**src/ccl_pkg.sv**
```systemverilog
// Purpose: shared constants, field layouts and types of the comparator control logic
// Assumes: two comparator channels, 8-bit registers on a plain strobe port
// Notes: register offsets are word indexes on the 4-bit address port
package ccl_pkg;

  // number of comparator channels
  localparam int NUM_CH = 2;
  // synchroniser depth for every input from another domain
  localparam int SYNC_STAGES = 2;

  // register offsets; channel two sits one stride above channel one
  localparam logic [3:0] OFF_CTRL_A_BASE = 4'h0;
  localparam logic [3:0] OFF_CTRL_B_BASE = 4'h1;
  localparam logic [3:0] CHAN_STRIDE = 4'h2;
  localparam logic [3:0] OFF_MIRROR = 4'h4;
  localparam logic [3:0] OFF_STATUS = 4'h5;
  localparam logic [3:0] OFF_MASK = 4'h6;

  // field positions used outside the structs
  localparam int POS_RESULT = 6;
  localparam int POS_MIRROR_ONE = 0;
  localparam int POS_MIRROR_TWO = 1;

  // values after reset; speed select starts in normal power
  localparam logic [7:0] RST_CTRL_A = 8'h04;
  localparam logic [7:0] RST_CTRL_B = 8'h00;
  localparam logic [1:0] RST_STATUS = 2'h0;
  localparam logic [1:0] RST_MASK = 2'h0;

  // bits software may write; result and unimplemented bits stay zero
  localparam logic [7:0] WMASK_CTRL_A = 8'hB7;
  localparam logic [7:0] WMASK_CTRL_B = 8'hF3;

  // plus-input select codes
  localparam logic [1:0] PLUS_CODE_PIN = 2'h0;
  localparam logic [1:0] PLUS_CODE_DAC = 2'h1;
  localparam logic [1:0] PLUS_CODE_FIXED = 2'h2;
  localparam logic [1:0] PLUS_CODE_LAST = 2'h3;

  // first control register layout
  typedef struct packed {
    logic channel_enable;
    logic compare_result;
    logic result_pin_drive;
    logic output_invert;
    logic unused_3;
    logic speed_power_select;
    logic hysteresis_on;
    logic timer_sync_mode;
  } ccl_ctrl_a_s;

  // second control register layout
  typedef struct packed {
    logic rise_irq_enable;
    logic fall_irq_enable;
    logic [1:0] plus_input_select;
    logic [1:0] unused_3_2;
    logic [1:0] minus_input_select;
  } ccl_ctrl_b_s;

  // source routed onto the plus node
  typedef enum logic [2:0] {
    CCL_PLUS_NONE,
    CCL_PLUS_PIN,
    CCL_PLUS_DAC,
    CCL_PLUS_FIXED,
    CCL_PLUS_GROUND
  } ccl_plus_src_e;

  // controls handed to one analog comparator core
  typedef struct packed {
    logic power_on;
    logic normal_speed;
    logic hysteresis_on;
    ccl_plus_src_e plus_node_src;
    logic [3:0] minus_node_pin;
  } ccl_analog_s;

endpackage : ccl_pkg

```
**src/ccl_sync.sv**
```systemverilog
// Purpose: two-flop synchroniser for levels from another domain
// Assumes: inputs change slowly against the clock
// Notes: the first stage feeds only the second stage
`timescale 1ns/1ns
module ccl_sync #(
  parameter int WIDTH = 1
) (
  input wire logic clk_in,
  input wire logic reset_in,
  input wire logic [WIDTH-1:0] async_in,
  output logic [WIDTH-1:0] sync_out
);

  // metastability catcher, read by the second stage alone
  logic [WIDTH-1:0] stage_one;

  // two stages back to back
  always_ff @(posedge clk_in or posedge reset_in) begin
    if (reset_in) begin
      stage_one <= '0;
      sync_out <= '0;
    end else begin
      stage_one <= async_in;
      sync_out <= stage_one;
    end
  end

endmodule : ccl_sync

```
**src/ccl_edge.sv**
```systemverilog
// Purpose: rising and falling edge detector on a clocked level
// Assumes: the level is already in the clock domain
// Notes: pulses are combinational, one cycle wide
`timescale 1ns/1ns
module ccl_edge (
  input wire logic clk_in,
  input wire logic reset_in,
  input wire logic level_in,
  output logic rise_out,
  output logic fall_out
);

  // level seen one cycle earlier
  logic prev;

  // remember the level
  always_ff @(posedge clk_in or posedge reset_in) begin
    if (reset_in) begin
      prev <= 1'b0;
    end else begin
      prev <= level_in;
    end
  end

  // compare old and new level
  assign rise_out = level_in & ~prev;
  assign fall_out = ~level_in & prev;

endmodule : ccl_edge

```
**src/ccl_top.sv**
```systemverilog
// Purpose: control and output logic of two analog comparator channels
// Assumes: clk_in at 100 MHz, analog results and timer clock are asynchronous
// Notes: registers reached over a plain strobe port, read data one cycle later
`timescale 1ns/1ns

module ccl_top (
  input wire logic clk_in,
  input wire logic reset_in,
  input wire logic [3:0] addr_in,
  input wire logic [7:0] wdata_in,
  input wire logic wr_in,
  input wire logic rd_in,
  output logic [7:0] rdata_out,
  input wire logic [1:0] raw_compare_in,
  input wire logic timer1_clk_in,
  input wire logic [1:0] pin_direction_in,
  output ccl_pkg::ccl_analog_s [1:0] analog_out,
  output logic [1:0] result_pin_out,
  output logic [1:0] result_pin_oe_out,
  output logic [1:0] timer_result_out,
  output logic irq_out
);

  // stored control registers, one pair per channel
  ccl_pkg::ccl_ctrl_a_s ctrl_a [2];
  ccl_pkg::ccl_ctrl_b_s ctrl_b [2];

  // sticky flags and their mask, bit i for channel i
  logic [1:0] status;
  logic [1:0] mask;
  logic [1:0] next_status;
  // mask value after this cycle's write
  logic [1:0] next_mask;
  // interrupt level for the next cycle
  logic next_irq;
  // status and mask as they read on the bus
  logic [7:0] status_view;
  logic [7:0] mask_view;

  // synchronised raw compare, one bit per channel
  logic [1:0] raw_sync;

  // synchronised timer clock and its falling-edge pulse
  logic timer_clk_sync;
  logic timer_clk_fall;

  // per-channel datapath wires
  logic [1:0] core_out;
  logic [1:0] result;
  logic [1:0] result_rise;
  logic [1:0] result_fall;
  logic [1:0] flag_set;
  logic [1:0] timer_latch;
  logic [1:0] out_path;

  // per-channel register views for the read mux
  logic [7:0] read_ctrl_a [2];
  logic [7:0] read_ctrl_b [2];
  logic [1:0] hit_a;
  logic [1:0] hit_b;

  // bus decode
  logic hit_mirror;
  logic hit_status;
  logic hit_mask;
  logic status_read;
  logic [7:0] mirror_value;
  logic [7:0] read_value;

  // the analog results are free-running, so they are caught in two flops
  ccl_sync #(
    .WIDTH(ccl_pkg::NUM_CH)
  ) u_raw_sync (
    .clk_in(clk_in),
    .reset_in(reset_in),
    .async_in(raw_compare_in),
    .sync_out(raw_sync)
  );

  // the timer clock comes after its prescaler, so that is what we latch on
  ccl_sync #(
    .WIDTH(1)
  ) u_tclk_sync (
    .clk_in(clk_in),
    .reset_in(reset_in),
    .async_in(timer1_clk_in),
    .sync_out(timer_clk_sync)
  );

  // falling edges of the timer clock open the latch
  ccl_edge u_tclk_edge (
    .clk_in(clk_in),
    .reset_in(reset_in),
    .level_in(timer_clk_sync),
    .rise_out(),
    .fall_out(timer_clk_fall)
  );

  // fixed decode of the shared registers
  assign hit_mirror = (addr_in == ccl_pkg::OFF_MIRROR);
  assign hit_status = (addr_in == ccl_pkg::OFF_STATUS);
  assign hit_mask = (addr_in == ccl_pkg::OFF_MASK);
  // only a read strobe clears flags; a write to the status offset is ignored
  assign status_read = rd_in & hit_status;

  // mirror shows both results, upper bits read zero
  assign mirror_value = {6'h00, result[ccl_pkg::POS_MIRROR_TWO], result[ccl_pkg::POS_MIRROR_ONE]};

  // per-channel logic repeats once per comparator
  for (genvar i = 0; i < ccl_pkg::NUM_CH; i++) begin : g_ch

    // this channel's register addresses
    localparam logic [3:0] ADDR_A = 4'(ccl_pkg::OFF_CTRL_A_BASE + i * ccl_pkg::CHAN_STRIDE);
    localparam logic [3:0] ADDR_B = 4'(ccl_pkg::OFF_CTRL_B_BASE + i * ccl_pkg::CHAN_STRIDE);

    // register values after the write mask
    logic [7:0] next_ctrl_a;
    logic [7:0] next_ctrl_b;
    // plus-node source after decode
    ccl_pkg::ccl_plus_src_e plus_src;
    // minus-node pin one-hot after decode
    logic [3:0] minus_pin;

    // address match per channel
    assign hit_a[i] = (addr_in == ADDR_A);
    assign hit_b[i] = (addr_in == ADDR_B);

    // read-only and unimplemented bits can never be stored
    assign next_ctrl_a = wdata_in & ccl_pkg::WMASK_CTRL_A;
    assign next_ctrl_b = wdata_in & ccl_pkg::WMASK_CTRL_B;

    // control register storage; speed select resets to normal power
    // a strobe hits at most one register, so back-to-back writes all land
    always_ff @(posedge clk_in or posedge reset_in) begin
      if (reset_in) begin
        // both registers start from their reset values
        ctrl_a[i] <= ccl_pkg::RST_CTRL_A;
        ctrl_b[i] <= ccl_pkg::RST_CTRL_B;
      end else begin
        // first control register takes its masked write
        if (wr_in && hit_a[i]) begin
          ctrl_a[i] <= next_ctrl_a;
        end
        // second control register takes its masked write
        if (wr_in && hit_b[i]) begin
          ctrl_b[i] <= next_ctrl_b;
        end
      end
    end

    // a disabled core reads low, so toggling enable is itself an edge
    assign core_out[i] = ctrl_a[i].channel_enable & raw_sync[i];

    // inversion is applied after gating, so an inverted disabled channel reads high
    assign result[i] = core_out[i] ^ ctrl_a[i].output_invert;

    // result bit is overlaid on the stored register for reads
    assign read_ctrl_a[i] = ctrl_a[i] | (8'(result[i]) << ccl_pkg::POS_RESULT);
    assign read_ctrl_b[i] = ctrl_b[i];

    // edge detection on the readable result bit
    ccl_edge u_res_edge (
      .clk_in(clk_in),
      .reset_in(reset_in),
      .level_in(result[i]),
      .rise_out(result_rise[i]),
      .fall_out(result_fall[i])
    );

    // each edge counts only if its own enable is set
    assign flag_set[i] = (result_rise[i] & ctrl_b[i].rise_irq_enable)
                       | (result_fall[i] & ctrl_b[i].fall_irq_enable);

    // latch holds between timer falls so the timer never sees a change mid-count
    // the fall comes from the synchronised, already prescaled timer clock
    always_ff @(posedge clk_in or posedge reset_in) begin
      if (reset_in) begin
        // latch starts low, matching the pin after reset
        timer_latch[i] <= 1'b0;
      end else if (timer_clk_fall) begin
        // sample the readable result at each timer fall
        timer_latch[i] <= result[i];
      end
    end

    // path to the pin and the timer, latched or straight through
    assign out_path[i] = ctrl_a[i].timer_sync_mode ? timer_latch[i] : result[i];

    // plus-node decode; code 11 differs between the channels
    assign plus_src = !ctrl_a[i].channel_enable ? ccl_pkg::CCL_PLUS_NONE
                    : (ctrl_b[i].plus_input_select == ccl_pkg::PLUS_CODE_PIN) ? ccl_pkg::CCL_PLUS_PIN
                    : (ctrl_b[i].plus_input_select == ccl_pkg::PLUS_CODE_DAC) ? ccl_pkg::CCL_PLUS_DAC
                    : (ctrl_b[i].plus_input_select == ccl_pkg::PLUS_CODE_FIXED) ? ccl_pkg::CCL_PLUS_FIXED
                    : (i == 0) ? ccl_pkg::CCL_PLUS_PIN
                    : ccl_pkg::CCL_PLUS_GROUND;

    // minus-node decode to one of four shared pins, none when disabled
    assign minus_pin = ctrl_a[i].channel_enable ? (4'h1 << ctrl_b[i].minus_input_select) : 4'h0;

    // analog core controls, registered so the core never sees decode glitches
    // a register write shows here one edge after it lands
    always_ff @(posedge clk_in or posedge reset_in) begin
      if (reset_in) begin
        // core starts powered down with no inputs connected
        analog_out[i].power_on <= 1'b0;
        analog_out[i].normal_speed <= ccl_pkg::RST_CTRL_A[2];
        analog_out[i].hysteresis_on <= 1'b0;
        analog_out[i].plus_node_src <= ccl_pkg::CCL_PLUS_NONE;
        analog_out[i].minus_node_pin <= 4'h0;
      end else begin
        // power and mode bits follow the register
        analog_out[i].power_on <= ctrl_a[i].channel_enable;
        analog_out[i].normal_speed <= ctrl_a[i].speed_power_select;
        analog_out[i].hysteresis_on <= ctrl_a[i].hysteresis_on;
        // routing is already forced off for a disabled channel
        analog_out[i].plus_node_src <= plus_src;
        analog_out[i].minus_node_pin <= minus_pin;
      end
    end

    // pin value; one register stands in for the straight-through path
    // so the unsynchronised mode costs a single cycle of delay
    always_ff @(posedge clk_in or posedge reset_in) begin
      if (reset_in) begin
        // pin shows low until software sets the channel up
        result_pin_out[i] <= 1'b0;
      end else begin
        // the value only reaches the pin where the enable below allows it
        result_pin_out[i] <= out_path[i];
      end
    end

    // drive request before the register; a set direction bit means input
    logic pin_drive_want;
    assign pin_drive_want = ctrl_a[i].result_pin_drive & ~pin_direction_in[i];

    // pin output enable; drive ignores the channel enable on purpose
    always_ff @(posedge clk_in or posedge reset_in) begin
      if (reset_in) begin
        // pin released so nothing is driven before software asks
        result_pin_oe_out[i] <= 1'b0;
      end else begin
        // follows the request one cycle late
        result_pin_oe_out[i] <= pin_drive_want;
      end
    end

    // timer gate copy, kept apart from the pin enable so the timer never sees it
    always_ff @(posedge clk_in or posedge reset_in) begin
      if (reset_in) begin
        // timer gate idles low out of reset
        timer_result_out[i] <= 1'b0;
      end else begin
        // same path as the pin, latched or straight through
        timer_result_out[i] <= out_path[i];
      end
    end

  end

  // shared register views, upper bits read zero
  assign status_view = {6'h00, status};
  assign mask_view = {6'h00, mask};

  // read mux: channel registers first, then the shared ones
  assign read_value = hit_a[0] ? read_ctrl_a[0]
                    : hit_b[0] ? read_ctrl_b[0]
                    : hit_a[1] ? read_ctrl_a[1]
                    : hit_b[1] ? read_ctrl_b[1]
                    : hit_mirror ? mirror_value
                    : hit_status ? status_view
                    : hit_mask ? mask_view
                    : 8'h00;

  // a mask write counts in its own cycle, so the interrupt never lags it
  assign next_mask = (wr_in && hit_mask) ? wdata_in[1:0] : mask;

  // read clears the flags, but an edge in the same cycle wins
  assign next_status = (status & ~{2{status_read}}) | flag_set;

  // the interrupt is high while any unmasked flag is set
  assign next_irq = |(next_status & next_mask);

  // read data stands for exactly the cycle after the strobe
  always_ff @(posedge clk_in or posedge reset_in) begin
    if (reset_in) begin
      // nothing is on the bus after reset
      rdata_out <= 8'h00;
    end else begin
      // idle cycles read zero, which keeps stale data off the bus
      rdata_out <= rd_in ? read_value : 8'h00;
    end
  end

  // sticky flags: enabled edges set them, a status read clears them
  always_ff @(posedge clk_in or posedge reset_in) begin
    if (reset_in) begin
      // no event is pending after reset
      status <= ccl_pkg::RST_STATUS;
    end else begin
      // set and clear are merged above, the set winning
      status <= next_status;
    end
  end

  // interrupt mask, same layout as the flags; upper write bits are dropped
  always_ff @(posedge clk_in or posedge reset_in) begin
    if (reset_in) begin
      // every source is masked after reset
      mask <= ccl_pkg::RST_MASK;
    end else begin
      // next_mask keeps the old value when nothing is written
      mask <= next_mask;
    end
  end

  // interrupt follows the new flags and mask so it rises with them, not a cycle late
  always_ff @(posedge clk_in or posedge reset_in) begin
    if (reset_in) begin
      // interrupt line low out of reset
      irq_out <= 1'b0;
    end else begin
      // registered so the line comes straight from a flop
      irq_out <= next_irq;
    end
  end

endmodule : ccl_top

```
**config.mk**
```make
export PLATFORM = sky130hd
export DESIGN_NAME = ccl_top
export DESIGN_NICKNAME = d
export VERILOG_FILES = /design/src/ccl_pkg.sv /design/src/ccl_sync.sv /design/src/ccl_edge.sv /design/src/ccl_top.sv
export SDC_FILE = /design/constraint.sdc
export NUM_CORES = 1
export LEC_CHECK = 0
export ABC_AREA = 1
export BUFFER_PORTS_ARGS = -buffer_cell sky130_fd_sc_hd__buf_2
export CAP_MARGIN = 0
export CORE_MARGIN = 8
export CORE_UTILIZATION = 58
export CTS_CLUSTER_SIZE = 40
export DETAILED_ROUTE_END_ITERATION = 10
export GPL_TIMING_DRIVEN = 0
export PLACE_DENSITY = 0.87
export RECOVER_POWER = 50
export SLEW_MARGIN = 0
export SYNTH_ARGS = -nofsm -noshare
export SYNTH_HDL_FRONTEND = slang
export SYNTH_SLANG_ARGS = --single-unit
```
**constraint.sdc**
```tcl
create_clock -name clk_in -period 5.55 [get_ports clk_in]
set_clock_uncertainty 0.1 [all_clocks]
set_input_delay 1.3875 -clock clk_in [delete_from_list [all_inputs] [get_ports clk_in]]
set_output_delay 1.3875 -clock clk_in [all_outputs]
set_load 0.05 [all_outputs]
```
# Word-level counts from Yosys, hierarchy flattened
# Index checks and enable logic that the tools add are counted.
[word_totals] reg_bits=71 latch_bits=0 ramBits=0 rom_bits=0 input_bits=21 out_inout_bits=35 elab_cells=120 mem_count=0
[op_classes] addsub=0 n_mul=0 n_div=0 order_cmp=0 n_eq_ne=10 shift=2 muxes=21 bitwise=31 n_reduce_logical=9
[ops] operator="$mux W8" count=5
[ops] operator="$mux W2" count=8
[ops] operator="$or A8 B7 Y8" count=2
[ops] operator="$and A1 B1 Y1" count=14
[ops] operator="$eq A4 B3 Y1 const B" count=3
[ops] operator="$mux W3" count=4
[ops] operator="$eq A4 B2 Y1 const B" count=2
[ops] operator="$mux W4" count=2
[ops] operator="$shl A1 B2 Y4 const A" count=2
[ops] operator="$not A1 Y1" count=7
[ops] operator="$logic_and A1 B1 Y1" count=5
[ops] operator="$and A2 B2 Y2" count=2
[ops] operator="$eq A2 B1 Y1 const B" count=2
[ops] operator="$eq A2 B2 Y1 const B" count=2
[ops] operator="$eq A4 B1 Y1 const B" count=1
[ops] operator="$logic_not A2 Y1" count=2
[ops] operator="$logic_not A4 Y1" count=1
[ops] operator="$mux W1" count=2
[ops] operator="$not A2 Y2" count=1
[ops] operator="$or A1 B1 Y1" count=2
[ops] operator="$or A2 B2 Y2" count=1
[ops] operator="$reduce_or A2 Y1" count=1
[ops] operator="$xor A1 B1 Y1" count=2

# Longest topological paths before layout
# Gate-level depths: netlist of the first run.
[depth] depth_word=9 ltp_mapped=8 ltp_nobuf=8

# Cells and area by module
# A second synthesis of the first run with hierarchy kept.
[hier_totals] hier_cells=295 hier_area_um2=2896.5
[by_module_without_submodules] module="ccl_top" n_inst=1 cells_per_inst=269 area_per_inst_um2=2607.5 seq_area_each_um2=1531.5
[by_module_without_submodules] module="ccl_edge" n_inst=3 cells_per_inst=6 area_per_inst_um2=43.8 seq_area_each_um2=25.0
[by_module_without_submodules] module="ccl_sync at u_raw_sync" n_inst=1 cells_per_inst=5 area_per_inst_um2=103.8 seq_area_each_um2=100.1
[by_module_without_submodules] module="ccl_sync at u_tclk_sync" n_inst=1 cells_per_inst=3 area_per_inst_um2=53.8 seq_area_each_um2=50.0

# Worst setup path after synthesis of the first run
# OpenSTA, ideal clock, no wires.
[synth_timing] kind="reg2out" start="reg timer_result_out[0]" end="out timer_result_out[0]" t_arrival_ps=886 t_required_ps=4062 setup_slack_ps=3176 stages_incl_launch_ff=2 path_buffers=1 cell_sequence="dfrtp_1 buf_4"
[synth_lines] element="start: declaration" line_no="ccl_top.sv:20" text="output logic [1:0] timer_result_out,"
[synth_lines] element="start signal: indexed assignment" line_no="ccl_top.sv:255" text="timer_result_out[i] <= out_path[i];"
# No word-level cell between the ends.

# Final worst setup path of the first run
[layout_timing] start="reg analog_out[8] (netlist bit)" end="out analog_out[8] (netlist bit)"
[layout_lines] element="start: declaration" line_no="ccl_top.sv:17" text="output ccl_pkg::ccl_analog_s [1:0] analog_out,"
# No word-level cell between the ends.

==> impl_metrics.tcl, run 1 <==
set metrics [dict create \
    dp.final_hpwl_um 4530 \
    timing.critical_path.from_type "flip-flop" \
    drt-wirelength-per-cell_um 15.2 \
    cts.sinks 70 \
    p_sw_mw 0.496 \
    dominant_combinational_cell_family_by_area_after_synthesis "simple AND/OR/NAND/NOR gates" \
    internal_power_mw 0.883 \
    place.gp.congestion 0.902 \
    power.ir.vdd_worst_mv 0.212 \
    relSlewSlack_pct 32.8 \
    hold_viol 0 \
    clk_latency_ns 0.34 \
    status "finished clean" \
    share_seq_of_total_power_pct 47.7 \
    min-delay-start "u_raw_sync.stage_one[0]" \
    worstHoldPathType "flip-flop to flip-flop" \
    muxShareOfSynthArea_pct 0 \
    design.die.area_um2 7470 \
    place_inst 398 \
    relative_contribution_of_combinational_cells_to_total_power_pct 26.7 \
    grt_first_pass_wirelength_um 10400 \
    worstHoldEndpoint "u_raw_sync.sync_out[0]" \
    placement.io_buffers 52 \
    synth_compound_gate_area_share_pct 13.0 \
    drt_iter0_drc 163 \
    finish.utilization_pct 71.7 \
    placeableCoreArea_um2 4750 \
    sw_ratio_pct 36.0 \
    period_share_pct 46.7 \
    sort_of_element_at_the_end_of_the_critical_path "output port" \
    die_height_um 86.4 \
    min_period_ns 2.59 \
    global_route.usage.total_pct 18.4 \
    synth-simple-area-share_pct 16.6 \
    cts.repair_timing.setup_buffer_count 0 \
    floorplan.die.width_um 86.4 \
    critical_path.cell_chain "buf_2" \
    critical_path.reg2reg.startpoint "ctrl_a[7]" \
    number_of_buffers_added_by_the_clock_tree_synthesis_step 9 \
    post_synth_adder_cell_area_pct 1.74 \
    grt_pass1_vias 2138 \
    setup-tns-final_ns 0 \
    synthXorXnorAreaFrac_pct 0 \
    fp-row-count 25 \
    final_nets 367 \
    cts_tree "done" \
    start_util_pct 60.5 \
    grt_setup_unrepaired "false" \
    total_power_of_the_final_layout_mw 1.38 \
    ctsRootBufferMaster "clkbuf_8" \
    mappedNetlistArea_um2 2880 \
    synthesis.instances 277 \
    worst-r2r-cell-count 8 \
    ys_ff_latch 70 \
    drive_above_1_share_pct 34.1 \
    area_growth_pct 18.5 \
    layout_commonest_cell "dfrtp_1" \
    post-route-drc-count 0 \
    synth_warnings 0 \
    cts-hold-fix-buffers 0 \
    cts.htree.levels 3 \
    boundaryPins 56 \
    stdcell_count 413 \
    syn_area_per_cell_um2 10.4 \
    drt_wl_total_um 6270 \
    critical-path-slowest-cell "dfstp_2" \
    fmaxAchievable_mhz 386 \
    worstMarginPinSlew_ns 1.01 \
    ys_types 26 \
    max_cap_violations 0 \
    power.density_nw_per_um2 404 \
    clock_path_buffers 2 \
    slew_viol_final 0 \
    synth-seq-area-share_pct 61.1 \
    clockPowerShare_pct 25.6 \
    holdPathStages 0 \
    clkSlewWorstSetupHoldPaths_ns 0.06 \
    reg2reg_to "irq_out" \
    crit_path_max_fanout 1 \
    grt_max_degree 45 \
    postRouteAntennaNets 0 \
    grt-ovfl-total 0 \
    most-common-layout-cells "dfrtp_1, nand2_1, buf_2, inv_1, o21ai_2" \
    critical-path-top-delay-family "flip-flops" \
    diodes 0 \
    setup_viol 0 \
    post_cts_resized 0 \
    reg2reg_slack_ns 4.06 \
    crit_type "flip-flop to output port" \
    p_leak_nw 1.80 \
    drt-vias-per-instance 5.10 \
    critical-path-max-stage-delay_ns 0.52 \
    firstDrtPassIters 4 \
    routed-via-count 2105 \
    worst_path_buffer_plus_inverter_count 1 \
    arrival_ns 1.11 \
    grt_antenna_before_repair 0 \
    cp.required_ns 4.06 \
]
==> flip-flops by register name (all words and copies together) (netlist names), 2 cells and up <==
| signal | flops |
|---|---|
| u_raw_sync.stage_one | 2 |
| rdata_out | 7 |
| status | 2 |
| g_ch.u_res_edge.prev | 2 |
| timer_result_out | 2 |
| analog_out | 19 |
| result_pin_oe_out | 2 |
| timer_latch | 2 |
| u_raw_sync.sync_out | 2 |
| ctrl_b | 12 |
| ctrl_a | 12 |
| mask | 2 |
==> worst max path at each step <==
stage                              from                     to  cells after the start
final                     analog_out[8]          analog_out[8]                      1
after global placement         reset_in  u_tclk_sync.stage_one                      2
after global routing      analog_out[8]          analog_out[8]                      1
after floorplan                reset_in          analog_out[0]                      1
after detailed placement     addr_in[3]              ctrl_a[8]                      8
after CTS                 analog_out[8]          analog_out[8]                      1
==> metal layers <==
metal	track usage [%]	routed length, um
met1	21.3	2510
met5	0	0
met2	30.6	3150
met3	5.39	479
met4	8.76	132
==> power by group through the flow <==
stage	sequential (mW)	combinational [mW]	clock, mW
global route	0.669	0.398	0.378
finish	0.658	0.368	0.353
detailed placement	0.666	0.367	0
global placement	0.662	0.354	0
CTS	0.658	0.372	0.358
floorplan	0.777	0.156	0
==> Yosys cell counts (all sizes together) <==
master	n	area share, %
o22ai	1	0.22
nor3	8	1.4
o211ai	1	0.26
and3	1	0.39
nand4	1	0.22
a22oi	1	0.26
o21ai	39	9.9
a21o	1	0.26
dfstp	4	3.7
a21oi	8	1.4
nand2	65	9.2
conb	1	0.13
dfrtp	66	57
o21a	2	0.52
nor2	16	3.1
ha	4	1.7
nand3	12	2.3
inv	37	4.8
buf	8	2.6
a31oi	1	0.22
==> area by class of cell <==
class	count	area [um^2]
Clock buffer	14	163
Timing Repair Buffer	53	280
Clock inverter	1	5.00
Buffer	8	75.1
Tap cell	67	83.8
Fill cell	339	1350
Inverter	37	139
Multi-Input combinational cell	163	907
Sequential cell	70	1760
==> stage by stage <==
step | hold WS, ns | setup slack [ns] | cell area [um^2]
after global routing | 0.252 | 2.93 | 3410
final | 0.247 | 2.96 | 3410
after CTS | 0.249 | 2.94 | 3410
after detailed placement | 0.235 | 2.90 | 3240
after global placement | 0.232 | 1.60 | 3220
after floorplan | 0.231 | 2.30 | 2880
==> logic make-up after synthesis <==
group,count (synthesis)
simple gates,103
flops,70
compound gates,54
buf+inv,45
fa+ha+maj,4
other cells,1
(Power assumes the default switching activity.)
==> run 2, diff against run 1 <==
Settings changed: ABC_AREA 1 to 0, CORE_UTILIZATION 58 to 54, PLACE_DENSITY 0.87 to 0.82.
Clock period 5.55 ns to 2.7 ns, I/O delays scaled along.
==> impl_metrics.tcl, run 2 <==
set metrics [dict create \
    status "finished clean" \
    arrival_ns 2.30 \
    syn_area_per_cell_um2 13.8 \
    cts-hold-fix-buffers 0 \
    diodes 0 \
    nFillCells 393 \
    global_route.usage.total_pct 15.7 \
    ys_types 43 \
    holdPathStages 0 \
    placeableCoreArea_um2 5070 \
    relSlewSlack_pct 13.1 \
    grt_setup_unrepaired "false" \
    power.density_nw_per_um2 913 \
    largest_register_ffs 19 \
    firstDrtPassIters 4 \
    max_cap_violations 0 \
    holdWs_ns 0.249 \
    yosys.cell_count.top_type "dfrtp_1" \
    cts.sinks 70 \
    area_growth_pct 20.2 \
    final-seq-area_um2 1760 \
    grt_max_degree 38 \
    die_height_um 88.2 \
    grt_pass1_vias 1813 \
    ys_ff_latch 70 \
    layout_commonest_cell "dfrtp_1" \
    design.die.area_um2 7770 \
    crit_type "flip-flop to flip-flop" \
    boundaryPins 56 \
    post-route-drc-count 0 \
    crit_path_max_fanout 10 \
    most-common-layout-cells "dfrtp_1, buf_2, mux2_2, clkbuf_8, inv_1" \
    postSynth.asyncResetShare_pct 100 \
    power.ir.vdd_worst_mv 0.540 \
    min-delay-start "u_tclk_sync.stage_one" \
    floorplan.die.width_um 88.2 \
    reg2reg_slack_ns 0.53 \
    reg.largest.list "analog_out x19, ctrl_a x12, ctrl_b x12" \
    place_inst 328 \
    max_flop_register "analog_out" \
    cts.htree.levels 3 \
    critical-path-slowest-cell "mux4_2" \
    mappedNetlistArea_um2 2810 \
    postRouteAntennaNets 0 \
    drt_wl_total_um 5550 \
    min_period_ns 2.17 \
    drt_iter0_drc 138 \
    number_of_buffers_added_by_the_clock_tree_synthesis_step 9 \
    critical-path-max-stage-delay_ns 0.46 \
    multiInputGateArea_um2 945 \
    final_critical_path_setup_slack_ns 0.531 \
    top_cell_type_by_total_area_after_synthesis "dfrtp_1" \
    fp-row-count 26 \
    drt-vias-per-instance 5.18 \
    reg2reg_to "rdata_out[6]" \
    critical_path.cell_chain "clkbuf_1 > a21boi_0 > or2_1 > buf_6 > mux4_2 > nor2b_1" \
    stdcell_count 344 \
    timing.critical_path.from_type "flip-flop" \
    number_of_enable_type_register_cells_in_the_synthesized_netlist 0 \
    final_nets 294 \
    clkSlewWorstSetupHoldPaths_ns 0.07 \
    cts.repair_timing.setup_buffer_count 0 \
    grt_antenna_before_repair 0 \
    post_cts_resized 0 \
    routed-via-count 1783 \
    worstHoldEndpoint "u_tclk_sync.sync_out" \
    critical_path.reg2reg.startpoint "ctrl_a[7]" \
    hold_viol 0 \
    drive_above_1_share_pct 40.1 \
    grt_first_pass_wirelength_um 9010 \
    netlist_top_cells_count "dfrtp_1, mux2_2, inv_1, nand2_1, nor2b_1" \
    worst_path_buffer_plus_inverter_count 2 \
    synthTopCellsByArea "dfrtp_1, mux2_2, dfstp_2, nor2b_1, mux4_1" \
    drt-wirelength-per-cell_um 16.1 \
    sort_of_element_at_the_end_of_the_critical_path "flip-flop" \
    ys.flop_type "dfrtp_1" \
    synth_warnings 0 \
    synth-seq-area-share_pct 62.5 \
    slew_viol_final 0 \
    synth_top_area_share_pct 58.7 \
    detailedPlace.worstSlack_ns 0.486 \
    period_share_pct 80.3 \
    placement.io_buffers 52 \
    dp.final_hpwl_um 4030 \
    start_util_pct 55.4 \
    cts_tree "done" \
    worstHoldPathType "flip-flop to flip-flop" \
    synthesis.instances 204 \
    fmaxAchievable_mhz 461 \
    clk_latency_ns 0.33 \
    worst-r2r-cell-count 6 \
    critical-path-top-delay-family "buffers and inverters" \
    p_leak_nw 1.70 \
    setup_viol 0 \
    worstMarginPinSlew_ns 1.30 \
    cp.required_ns 2.83 \
    ctsRootBufferMaster "clkbuf_8" \
    setup-tns-final_ns 0 \
    clock_path_buffers 2 \
    place.gp.congestion 0.882 \
    grt-ovfl-total 0 \
]
[run 2: layer usage]
layer | wire (um) | GRT usage [%] | up-vias
li1 | - | - | 842
met1 | 2380 | 19.1 | 872
met2 | 2670 | 25.2 | 57
met3 | 412 | 5.16 | 12
met4 | 93 | 5.99 | 0
met5 | 0 | 0 | -
[run 2: where the power goes]
| group | switching [mW] | total [mW] | internal [mW] |
|---|---|---|---|
| sequential | 0.115 | 1.38 | 1.27 |
| combinational | 0.592 | 0.893 | 0.301 |
| clock | 0.356 | 0.813 | 0.458 |
[run 2: cell families after synthesis]
logic type                 share of synthesized area [%]
other                                              0.133
adders and majority gates                           1.78
and+or+nand+nor                                     10.7
AOI/OAI and AO/OA                                   5.96
muxes                                               15.0
buffers and inverters                               3.92
DFF                                                 62.5
[run 2: stage by stage]
stage | utilization (%) | area [um^2] | power [mW]
global route | 66.6 | 3380 | 3.24
floorplan | - | 2820 | 2.07
global placement | 62.3 | 3160 | 2.27
finish | 66.6 | 3380 | 3.09
detailed placement | 62.7 | 3180 | 2.30
CTS | 66.8 | 3390 | 3.13
[run 2: how the worst max path moves through the flow]
stage                  startpoint              to  slack, ns  cells past startpoint
finish                  ctrl_a[7]    rdata_out[6]       0.53                      6
floorplan                reset_in   analog_out[0]       0.16                      1
global route            ctrl_a[7]    rdata_out[6]       0.39                      6
CTS                 analog_out[8]   analog_out[8]       0.81                      1
detailed placement     addr_in[3]       ctrl_a[1]       0.49                      4
global placement         reset_in  analog_out[12]      -0.51                      2
[run 2: final cells by class]
cell class | instances | share of cell area (%)
flip-flops and latches | 70 | 52.0
clock inverters | 2 | 0.370
multi-input cells | 114 | 28.0
repair buffers | 53 | 8.29
well taps | 70 | 2.59
clock buffers | 14 | 5.70
inverters | 10 | 1.11
plain buffers | 11 | 2.00
